**src/tcie_cfg.svh**
```systemverilog
// constants for the timer channel interrupt enable block
`ifndef TCIE_CFG_SVH
`define TCIE_CFG_SVH

`define TCIE_NCH 6
`define TCIE_AW 5
`define TCIE_DW 8

// register map
`define TCIE_ADDR_EN_BASE 5'h00
`define TCIE_ADDR_ST_BASE 5'h08
`define TCIE_ADDR_IRQ_ST 5'h10
`define TCIE_ADDR_IRQ_MASK 5'h11

// bit positions in the enable and status registers
`define TCIE_BIT_TRG 7
`define TCIE_BIT_DIR 7
`define TCIE_BIT_RSV 6
`define TCIE_BIT_UDF 5
`define TCIE_BIT_OVF 4
`define TCIE_BIT_D 3
`define TCIE_BIT_C 2
`define TCIE_BIT_B 1
`define TCIE_BIT_A 0

// reset values and per-channel-group masks
`define TCIE_EN_RST 8'h00
`define TCIE_ST_RST 8'h00
`define TCIE_IRQ_RST 6'h00
`define TCIE_EN_RD_ONES 8'h40
`define TCIE_EN_WMASK_DC 8'h9F
`define TCIE_EN_WMASK_U 8'hB3
`define TCIE_ST_MASK_DC 8'h1F
`define TCIE_ST_MASK_U 8'h33
`define TCIE_ST_RD_ONES_DC 8'hC0
`define TCIE_ST_RD_ONES_U 8'h40

`endif

```
**src/tcie_pkg.sv**
```systemverilog
// types for the timer channel interrupt enable block
package tcie_pkg;

  // per-channel events from the counter and compare/capture logic, one-cycle pulses
  typedef struct packed {
    logic underflow;
    logic overflow;
    logic cmpcap_d;
    logic cmpcap_c;
    logic cmpcap_b;
    logic cmpcap_a;
  } tcie_evt_s;

  // per-channel gated interrupt request levels
  typedef struct packed {
    logic underflow_irq_req;
    logic overflow_irq_req;
    logic cmpcap_d_irq_req;
    logic cmpcap_c_irq_req;
    logic cmpcap_b_irq_req;
    logic cmpcap_a_irq_req;
  } tcie_req_s;

  typedef logic [7:0] tcie_byte_t;

endpackage : tcie_pkg

```
**src/tcie_top.sv**
```systemverilog
// per-channel interrupt and conversion-trigger enable logic for a six-channel timer
`timescale 1ns/10ps
`default_nettype none
`include "tcie_cfg.svh"

// Contract
// - trigger enable gates compare A into conversion start
// - bit 6 reads one, writes ignored
// - channels 1,2,4,5: underflow request needs flag and enable
// - channels 0,3: underflow enable reserved, reads zero
// - overflow request needs flag and enable
// - channels 0,3: compare D request gated
// - channels 1,2,4,5: compare D enable reserved zero
// - channels 0,3: compare C request gated
// - channels 1,2,4,5: compare C enable reserved zero
// - compare B request needs flag and enable
// - compare A request needs flag and enable
// - six independent enable registers, one per channel
// - overflow flag set on counter wrap up
// - underflow flag set on counter wrap down
module tcie_top (
  input wire logic clk_i,
  input wire logic srst_i,
  input wire logic ce_i,
  input wire logic [`TCIE_AW-1:0] addr_i,
  input wire logic [`TCIE_DW-1:0] wdata_i,
  input wire logic wr_i,
  input wire logic rd_i,
  output logic [`TCIE_DW-1:0] rdata_o,
  input wire tcie_pkg::tcie_evt_s [`TCIE_NCH-1:0] evt_i,
  input wire logic [`TCIE_NCH-1:0] count_up_i,
  output tcie_pkg::tcie_req_s [`TCIE_NCH-1:0] req_o,
  output logic [`TCIE_NCH-1:0] conv_start_o,
  output logic irq_o
);

  // channels 0 and 3 carry compare C/D, the others carry underflow
  function automatic logic has_dc(input int ch);
    has_dc = (ch == 0) || (ch == 3);
  endfunction : has_dc

  function automatic tcie_pkg::tcie_byte_t en_wmask(input int ch);
    en_wmask = has_dc(ch) ? `TCIE_EN_WMASK_DC : `TCIE_EN_WMASK_U;
  endfunction : en_wmask

  function automatic tcie_pkg::tcie_byte_t st_mask(input int ch);
    st_mask = has_dc(ch) ? `TCIE_ST_MASK_DC : `TCIE_ST_MASK_U;
  endfunction : st_mask

  tcie_pkg::tcie_byte_t en_reg [`TCIE_NCH];
  tcie_pkg::tcie_byte_t en_next [`TCIE_NCH];
  tcie_pkg::tcie_byte_t flag_reg [`TCIE_NCH];
  tcie_pkg::tcie_byte_t flag_next [`TCIE_NCH];
  tcie_pkg::tcie_byte_t armed_reg [`TCIE_NCH];
  tcie_pkg::tcie_byte_t armed_next [`TCIE_NCH];
  tcie_pkg::tcie_byte_t evt_vec [`TCIE_NCH];
  logic [`TCIE_NCH-1:0] conv_reg;
  logic [`TCIE_NCH-1:0] conv_next;
  logic [`TCIE_NCH-1:0] req_any;
  logic [`TCIE_NCH-1:0] req_any_reg;
  logic [`TCIE_NCH-1:0] req_any_next;
  logic [`TCIE_NCH-1:0] irq_st_reg;
  logic [`TCIE_NCH-1:0] irq_st_next;
  logic [`TCIE_NCH-1:0] irq_mask_reg;
  logic [`TCIE_NCH-1:0] irq_mask_next;
  logic [`TCIE_DW-1:0] rdata_reg;
  logic [`TCIE_DW-1:0] rdata_next;
  logic [`TCIE_NCH-1:0] en_sel;
  logic [`TCIE_NCH-1:0] st_sel;
  logic irq_st_sel;
  logic irq_mask_sel;
  tcie_pkg::tcie_byte_t en_view [`TCIE_NCH];
  tcie_pkg::tcie_byte_t st_view [`TCIE_NCH];

  // register selects, decoded once and shared by the write, clear and read paths
  always_comb
  begin
    for (int ch = 0; ch < `TCIE_NCH; ch++)
    begin
      en_sel[ch] = (addr_i == `TCIE_ADDR_EN_BASE + 5'(ch));
      st_sel[ch] = (addr_i == `TCIE_ADDR_ST_BASE + 5'(ch));
    end
    irq_st_sel = (addr_i == `TCIE_ADDR_IRQ_ST);
    irq_mask_sel = (addr_i == `TCIE_ADDR_IRQ_MASK);
  end

  // event pulses laid out in status-register bit order
  always_comb
  begin
    for (int ch = 0; ch < `TCIE_NCH; ch++)
    begin
      evt_vec[ch] = `TCIE_ST_RST;
      evt_vec[ch][`TCIE_BIT_UDF] = evt_i[ch].underflow;
      evt_vec[ch][`TCIE_BIT_OVF] = evt_i[ch].overflow;
      evt_vec[ch][`TCIE_BIT_D] = evt_i[ch].cmpcap_d;
      evt_vec[ch][`TCIE_BIT_C] = evt_i[ch].cmpcap_c;
      evt_vec[ch][`TCIE_BIT_B] = evt_i[ch].cmpcap_b;
      evt_vec[ch][`TCIE_BIT_A] = evt_i[ch].cmpcap_a;
    end
  end

  // enable registers, one per channel
  always_comb
  begin
    for (int ch = 0; ch < `TCIE_NCH; ch++)
    begin
      en_next[ch] = en_reg[ch];
      if (wr_i && en_sel[ch])
      begin
        // reserved positions never take a one
        en_next[ch] = wdata_i & en_wmask(ch);
      end
    end
  end

  // status flags: hardware sets, software clears after reading a one
  always_comb
  begin
    for (int ch = 0; ch < `TCIE_NCH; ch++)
    begin
      flag_next[ch] = flag_reg[ch];
      armed_next[ch] = armed_reg[ch];
      if (rd_i && st_sel[ch])
      begin
        armed_next[ch] = armed_reg[ch] | flag_reg[ch];
      end
      if (wr_i && st_sel[ch])
      begin
        // only bits seen as one may be cleared; writing one leaves a flag alone
        flag_next[ch] = flag_reg[ch] & ~(armed_reg[ch] & ~wdata_i);
        armed_next[ch] = `TCIE_ST_RST;
      end
      // a new event wins over a clear in the same cycle
      flag_next[ch] = flag_next[ch] | (evt_vec[ch] & st_mask(ch));
    end
  end

  // gated requests are combinational so an enable change acts at once
  always_comb
  begin
    for (int ch = 0; ch < `TCIE_NCH; ch++)
    begin
      req_o[ch].underflow_irq_req = flag_reg[ch][`TCIE_BIT_UDF] && en_reg[ch][`TCIE_BIT_UDF] &&
                                    !has_dc(ch);
      req_o[ch].overflow_irq_req = flag_reg[ch][`TCIE_BIT_OVF] && en_reg[ch][`TCIE_BIT_OVF];
      req_o[ch].cmpcap_d_irq_req = flag_reg[ch][`TCIE_BIT_D] && en_reg[ch][`TCIE_BIT_D] &&
                                   has_dc(ch);
      req_o[ch].cmpcap_c_irq_req = flag_reg[ch][`TCIE_BIT_C] && en_reg[ch][`TCIE_BIT_C] &&
                                   has_dc(ch);
      req_o[ch].cmpcap_b_irq_req = flag_reg[ch][`TCIE_BIT_B] && en_reg[ch][`TCIE_BIT_B];
      req_o[ch].cmpcap_a_irq_req = flag_reg[ch][`TCIE_BIT_A] && en_reg[ch][`TCIE_BIT_A];
      req_any[ch] = |req_o[ch];
    end
  end

  // conversion start follows each compare A event by one cycle when the channel's trigger enable bit is set
  always_comb
  begin
    for (int ch = 0; ch < `TCIE_NCH; ch++)
    begin
      conv_next[ch] = evt_i[ch].cmpcap_a && en_reg[ch][`TCIE_BIT_TRG];
    end
  end

  // summary mask, owned by software
  always_comb
  begin
    irq_mask_next = irq_mask_reg;
    if (wr_i && irq_mask_sel)
    begin
      irq_mask_next = wdata_i[`TCIE_NCH-1:0];
    end
  end

  // summary status: a channel whose request set goes from none to some
  always_comb
  begin
    req_any_next = req_any;
    irq_st_next = irq_st_reg;
    if (wr_i && irq_st_sel)
    begin
      irq_st_next = irq_st_reg & ~wdata_i[`TCIE_NCH-1:0];
    end
    // set after clear so a same-cycle event is kept
    irq_st_next = irq_st_next | (req_any & ~req_any_reg);
  end

  // readback views per channel; reserved positions show their fixed values
  always_comb
  begin
    for (int ch = 0; ch < `TCIE_NCH; ch++)
    begin
      en_view[ch] = en_reg[ch] | `TCIE_EN_RD_ONES;
      if (has_dc(ch))
      begin
        st_view[ch] = flag_reg[ch] | `TCIE_ST_RD_ONES_DC;
      end
      else
      begin
        st_view[ch] = flag_reg[ch] | `TCIE_ST_RD_ONES_U;
        // direction bit is a live level, not a stored flag
        st_view[ch][`TCIE_BIT_DIR] = count_up_i[ch];
      end
    end
  end

  // read mux; data stand only in the cycle after the strobe
  always_comb
  begin
    rdata_next = `TCIE_EN_RST;
    if (rd_i)
    begin
      for (int ch = 0; ch < `TCIE_NCH; ch++)
      begin
        if (en_sel[ch])
        begin
          rdata_next = en_view[ch];
        end
        if (st_sel[ch])
        begin
          rdata_next = st_view[ch];
        end
      end
      if (irq_st_sel)
      begin
        rdata_next = {2'h0, irq_st_reg};
      end
      if (irq_mask_sel)
      begin
        rdata_next = {2'h0, irq_mask_reg};
      end
    end
  end

  // enable registers; reset wins over the clock enable in every group
  always_ff @(posedge clk_i)
  begin
    if (srst_i)
    begin
      for (int ch = 0; ch < `TCIE_NCH; ch++)
      begin
        en_reg[ch] <= `TCIE_EN_RST;
      end
    end
    else if (ce_i)
    begin
      for (int ch = 0; ch < `TCIE_NCH; ch++)
      begin
        en_reg[ch] <= en_next[ch];
      end
    end
  end

  // status flags and their read-one arming
  always_ff @(posedge clk_i)
  begin
    if (srst_i)
    begin
      for (int ch = 0; ch < `TCIE_NCH; ch++)
      begin
        flag_reg[ch] <= `TCIE_ST_RST;
        armed_reg[ch] <= `TCIE_ST_RST;
      end
    end
    else if (ce_i)
    begin
      for (int ch = 0; ch < `TCIE_NCH; ch++)
      begin
        flag_reg[ch] <= flag_next[ch];
        armed_reg[ch] <= armed_next[ch];
      end
    end
  end

  // conversion start pulses
  always_ff @(posedge clk_i)
  begin
    if (srst_i)
    begin
      conv_reg <= `TCIE_IRQ_RST;
    end
    else if (ce_i)
    begin
      conv_reg <= conv_next;
    end
  end

  // summary status and the request history that feeds its edge detector
  always_ff @(posedge clk_i)
  begin
    if (srst_i)
    begin
      req_any_reg <= `TCIE_IRQ_RST;
      irq_st_reg <= `TCIE_IRQ_RST;
    end
    else if (ce_i)
    begin
      req_any_reg <= req_any_next;
      irq_st_reg <= irq_st_next;
    end
  end

  // summary mask
  always_ff @(posedge clk_i)
  begin
    if (srst_i)
    begin
      irq_mask_reg <= `TCIE_IRQ_RST;
    end
    else if (ce_i)
    begin
      irq_mask_reg <= irq_mask_next;
    end
  end

  // read data register
  always_ff @(posedge clk_i)
  begin
    if (srst_i)
    begin
      rdata_reg <= `TCIE_EN_RST;
    end
    else if (ce_i)
    begin
      rdata_reg <= rdata_next;
    end
  end

  assign rdata_o = rdata_reg;
  assign conv_start_o = conv_reg;
  assign irq_o = |(irq_st_reg & irq_mask_reg);

endmodule : tcie_top
`default_nettype wire

```
**config.mk**
```make
export PLATFORM = sky130hd
export DESIGN_NAME = tcie_top
export DESIGN_NICKNAME = d
export VERILOG_FILES = /design/src/tcie_pkg.sv /design/src/tcie_top.sv
export VERILOG_INCLUDE_DIRS = /design/src
export SDC_FILE = /design/constraint.sdc
export NUM_CORES = 1
export LEC_CHECK = 0
export ABC_AREA = 1
export BUFFER_PORTS_ARGS = -buffer_cell sky130_fd_sc_hd__buf_2
export CAP_MARGIN = 20
export CORE_UTILIZATION = 51
export CTS_BUF_LIST = sky130_fd_sc_hd__clkbuf_8 sky130_fd_sc_hd__clkbuf_16
export DETAILED_ROUTE_END_ITERATION = 12
export PLACE_DENSITY = 0.73
export SLEW_MARGIN = 10
export SYNTH_ARGS = -nofsm -noshare
export SYNTH_HDL_FRONTEND = slang
export SYNTH_SLANG_ARGS = --single-unit
```
**constraint.sdc**
```tcl
create_clock -name clk_i -period 2.14 [get_ports clk_i]
set_clock_uncertainty 0.1 [all_clocks]
set_input_delay 0.428 -clock clk_i [delete_from_list [all_inputs] [get_ports clk_i]]
set_output_delay 0.428 -clock clk_i [all_outputs]
set_load 0.02 [all_outputs]
```
; ---- Word-level counts from Yosys, hierarchy flattened
; Memory sizes are Yosys's and may differ from the RTL's.
; Index checks and enable logic that the tools add are counted.
[classes]
add_sub_neg = 0
mul = 0
n_div = 0
magnitude_cmp = 0
eq_ne = 13
shifts = 0
mux = 63
bitwise = 55
reduce_logical = 61
[ops]
columns = operator, count
row1 = $mux 8, 57
row2 = $and 8x8->8, 12
row3 = $not 8->8, 7
row4 = $logic_and 1x1->1, 52
row5 = $or 8x8->8, 6
row6 = $or 8x6->8, 4
row7 = $eq 5x4->1 const B, 6
row8 = $and 6x6->6, 3
row9 = $or 1x1->1, 18
row10 = $or 8x5->8, 2
row11 = $reduce_or 4->1, 4
row12 = $not 6->6, 2
row13 = $eq 5x2->1 const B, 2
row14 = $eq 5x3->1 const B, 2
row15 = $eq 5x5->1 const B, 2
row16 = $reduce_or 5->1, 2
row17 = $mux 6, 1
row18 = $or 6x6->6, 1
row19 = $reduce_or 6->1, 1
row20 = $eq 5x1->1 const B, 1
row21 = $logic_not 5->1, 1
row22 = $mux 1, 5
row23 = $reduce_and 2->1, 1
[totals]
reg_bits = 32
latchBits = 0
mem_bits_rw = 144
romBits = 0
input_bits = 60
elab_cells = 200
memories = 3
[mem_list]
columns = name, words, word_bits, read_ports, rd_ports_with_merged_regs, write_ports, line_no
row1 = armed_reg, 6, 8, 6, 0, 6, tcie_top.sv:54  ; tcie_pkg::tcie_byte_t armed_reg [`TCIE_NCH];
row2 = en_reg, 6, 8, 6, 0, 6, tcie_top.sv:50  ; tcie_pkg::tcie_byte_t en_reg [`TCIE_NCH];
row3 = flag_reg, 6, 8, 6, 0, 6, tcie_top.sv:52  ; tcie_pkg::tcie_byte_t flag_reg [`TCIE_NCH];

; ---- Depth between registers and ports, before layout
[depth]
depth_word = 16
depth_mapped = 14

; ---- Least setup slack after synthesis
; Ideal clock, no wire load.
[synth_path]
kind = input to register
startpoint = in wr_i
endpoint = mem armed_reg[0][0] in the netlist's numbering (enable)
setup_time_ns = 0.377
arrival_time_ns = 1.750
t_required_ns = 1.663
slack_ns = -0.088
stages = 7
cell_sequence = clkbuf_1 > nand2_1 > inv_1 > nand2_1 > nand2_1 > inv_1 > o21ai_0
[synth_rtl]
columns = element, line_no
row1 = from (decl), tcie_top.sv:27  ; input wire logic wr_i,
row2 = to (decl), tcie_top.sv:54

; ---- Worst setup path after layout
[layout_path]
startpoint = reg irq_st_reg[2]
endpoint = out irq_o
[layout_via]
elab_chain_cells = 2
[layout_lines]
columns = element, line_no
row1 = from (decl), tcie_top.sv:62  ; logic [`TCIE_NCH-1:0] irq_st_reg;
row2 = from (signal assigned), tcie_top.sv:294  ; irq_st_reg <= `TCIE_IRQ_RST;
row3 = from (signal assigned), tcie_top.sv:299  ; irq_st_reg <= irq_st_next;
row4 = $and 6x6->6, tcie_top.sv:331  ; assign irq_o = |(irq_st_reg & irq_mask_reg);
row5 = $reduce_or 6->1, tcie_top.sv:331
row6 = to (decl), tcie_top.sv:34  ; output logic irq_o
; No other way between the ends.

==> metrics list <==
- Run status: complete, no violations
* Delay-heaviest family, CP: compound AO/OA/AOI/OAI gates
- In this run, synthesis inferred 104 flip-flops with an integrated enable.
- For this run, the share of the core covered by cells in the final layout is 0.649.
- Share of layout cells above drive strength 1: 0.247
* Worst flop-to-flop path startpoint: flag_reg[0][3]$_SDFFCE_PN0P_
* MaxCap Viol Count: 0
* Number of clock sinks seen by CTS: approximately 140
- Count of final max-slew check failures: 0
- Counting both buffers and inverters, the worst setup path holds a total of 1.
- Starting DRT DRC Count: 748
- Leakage power figure: about 3.7 nW
- Cell area after layout: 8220 um2
- Post-Syn Area per Cell: approximately 9.2 um2
* Most common cell in the netlist: nand2_1
- Final worst slack: 0.163 ns
- At the placement stage, the worst setup path has a slack of -0.0365 ns.
- CTS tree: yes
- In this run the cell area measured after placement is 7680 um2.
- The clock period could shrink to just under 2 ns.
- IR analysis of the VDD net gives a maximum drop of 0.000620 V.
* Number of hold violations in the final report: 0
- Critical Path Source Type: flop
- Die outline width: ~120 um
- Worst setup path class: flop to output pin
- Largest net degree at the start of global routing: 28
- Clock input transition at the sequential cells of the worst setup and hold paths: approximately 0.06 ns
- Of the post-synthesis cell area, the dominant cell type holds 0.468.
* Worst-Skew Late Latency: approximately 0.44 ns
- Root Buffer: clkbuf_16
- Min-Delay Endpoint: conv_start_o[0]$_SDFFE_PP0P_
- Num ports: 111
- Final count of negative-setup-slack endpoints: 0
- Summing over every cut layer, the via total after detailed routing is 5,931.
- The worst hold path belongs to the class input pin to flop.
* Data required time of the worst path: about 1.6 ns
- For this run, the slowest stage of the critical path takes 0.33 ns.
* Clock buffers created by TritonCTS: 17
- Total routing resource utilization after global routing: 0.311
* Number of core rows: 41
- After detailed routing, the number of vias per cell comes to 5.60.
* Series of cell instances along the critical path: a22o_1 > a221oi_2 > nand3_1 > buf_2
- Derived from the worst setup path, the maximum achievable clock frequency is 506 MHz.
- In the synthesized netlist the dominant register cell turns out to be edfxtp_1.
- The most critical setup path has its startpoint at irq_st_reg[2]$_SDFFE_PP0P_.
- The slowest stage of the critical path is the dfxtp_1 cell.
- Final antenna-violating net count: 0
- R2r endpoint: rdata_o[3]$_SDFFE_PP0P_
- The number of hold buffers added after CTS was 0.
* Origin of the worst min-delay path: evt_i[0]
- The commonest cells after synthesis are nand2_1, inv_1, edfxtp_1, nor2_1, o21ai_0.
- Peak fanout along the critical path: 3
- Setup total negative slack on the finished layout was measured at 0 ns.
* Yosys cell types: 49
- The number of cells on the worst reg-to-reg path is 8.
* Vias in the first global route: ~5,600
- Including well taps, the total number of placed cells is 1,027.
- Cell type with the highest aggregate area in the netlist: edfxtp_1
- Data arrival time at the worst-slack endpoint: 1.45 ns
- After global routing the overflow that remains totals 0.
- The area growth from synthesis to layout is 23.3%.
* Hold depth: 2
- Headroom to the max-slew limit came out at 0.625.
- Share of flip-flops with an asynchronous set or reset: 0
- The worst setup path is captured at an output pin.
- Worst setup slack for register-to-register paths: 0.39 ns
* Setup repair after global routing missed its margin: no
- After the last flow step, the layout net total stands at 934.
* Effective utilization at floorplan: 0.526
- Max Root-Sink Buffers: 2
- Yosys warns: 0
* Routed wire length: approximately 20,000 um
- Yosys attributes the largest share of cell area to edfxtp_1, dfxtp_1, nand2_1.
- Height of the chip: 116 um
* Final instance count without filler cells: approximately 1,100
- The congestion estimate from routability-driven global placement came to 0.979.
- Post-route DRC violation count: 0
- Initial antenna violation count: 0
* Sequential share of the synthesized area: 0.564
- Once detailed placement completed, the half-perimeter wirelength came to 14,300 um.
- Global-route wire length before repair: ~30,000 um
- Total die area: 13,500 um2
* Number of post-CTS setup repair buffers: 0
* Port bufs: 87
- The synthesized netlist occupies a cell area of around 6700 um2.
- Counting every instance in the synthesized netlist gives 722.
* Total number of H-tree levels: 4
* Share of the clock period used by the worst path: 0.924
* Inserted Diodes: 0
- Flip-flop and latch count after synthesis: 136
- Worst Max-Slew Pin Slew: 0.557 ns
* Number of instances resized during post-cts repair: 0
* First-pass DRT Iterations: 6
- After floorplanning, the core was sized to cover 12,700 um2.
* Average wire per standard cell: about 19 um
- For this design the ratio of total power to cell area is 801 nW/um2.
## layout make-up
class                      count  area [um2]
sequential                   136        3760
clock inverter                15         114
multi-input combinational    449        2330
inverter                     121         459
fill                        1027        4450
clock buffer                  17         425
tap                          172         215
timing repair buffer         149         913
## logic make-up after synthesis
| family | count (synthesis) | synth area share |
|---|---|---|
| compound gates | 158 | 0.147 |
| buf+inv | 146 | 0.0925 |
| flops | 136 | 0.564 |
| other cells | 1 | 0.000562 |
| simple gates | 281 | 0.196 |
## worst max path at each step
stage	to	slack, ns	cells past startpoint
after floorplan	armed_reg[0][0]$_SDFFCE_PP0P_	-0.09	7
after detailed placement	rdata_o[3]$_SDFFE_PP0P_	-0.04	12
after global placement	rdata_o[3]$_SDFFE_PP0P_	0.02	12
after CTS	irq_o	0.13	4
final	irq_o	0.16	4
after global routing	irq_o	0.06	4
## power breakdown
group          switching, W  total (W)  internal (W)
sequential         0.000115    0.00314       0.00303
combinational      0.000490   0.000740      0.000250
clock               0.00113    0.00270       0.00157
total               0.00174    0.00659       0.00485
## worst reg2reg max path, stage by stage (launching register included)
cell and delay, ns:
edfxtp_1 0.38, inv_1 0.13, o22ai_1 0.10, a21oi_1 0.17
nand4_1 0.12, o21ai_0 0.12, o21ai_0 0.23, o21ai_1 0.21
nand2_1 0.08
## per-stage QoR
| stage | hold slack [ns] | power (W) |
|---|---|---|
| 2_1_floorplan | 0.358 | 0.00357 |
| 3_3_place_gp | 0.330 | 0.00389 |
| 3_5_place_dp | 0.340 | 0.00391 |
| 4_1_cts | 0.148 | 0.00659 |
| 5_1_grt | 0.152 | 0.00680 |
| 6_report | 0.157 | 0.00659 |
## placed cells by master, fill, tap and decap left out, types with 6 or more instances in the layout
cell,count
nor3_1,15
nand3_1,14
clkbuf_16,17
buf_2,87
nand3b_1,6
dfxtp_1,32
nor2_4,6
a32o_1,7
a211oi_1,7
o21ai_1,8
inv_2,7
a21oi_1,45
o21a_1,11
nand4_1,15
edfxtp_1,104
nand2_1,125
nor2_1,77
conb_1,10
nor2_2,6
o21ai_0,49
inv_1,112
buf_4,61
o22ai_1,8
## metal layers
layer | wire, um | vias to the layer above | global-route usage
met5 | 0 | - | 0
met4 | 605 | 0 | 0.161
met3 | 1840 | 47 | 0.0763
met2 | 9320 | 343 | 0.492
met1 | 7930 | 2799 | 0.397
li1 | - | 2742 | -
Power figures use the tool's default switching activity.
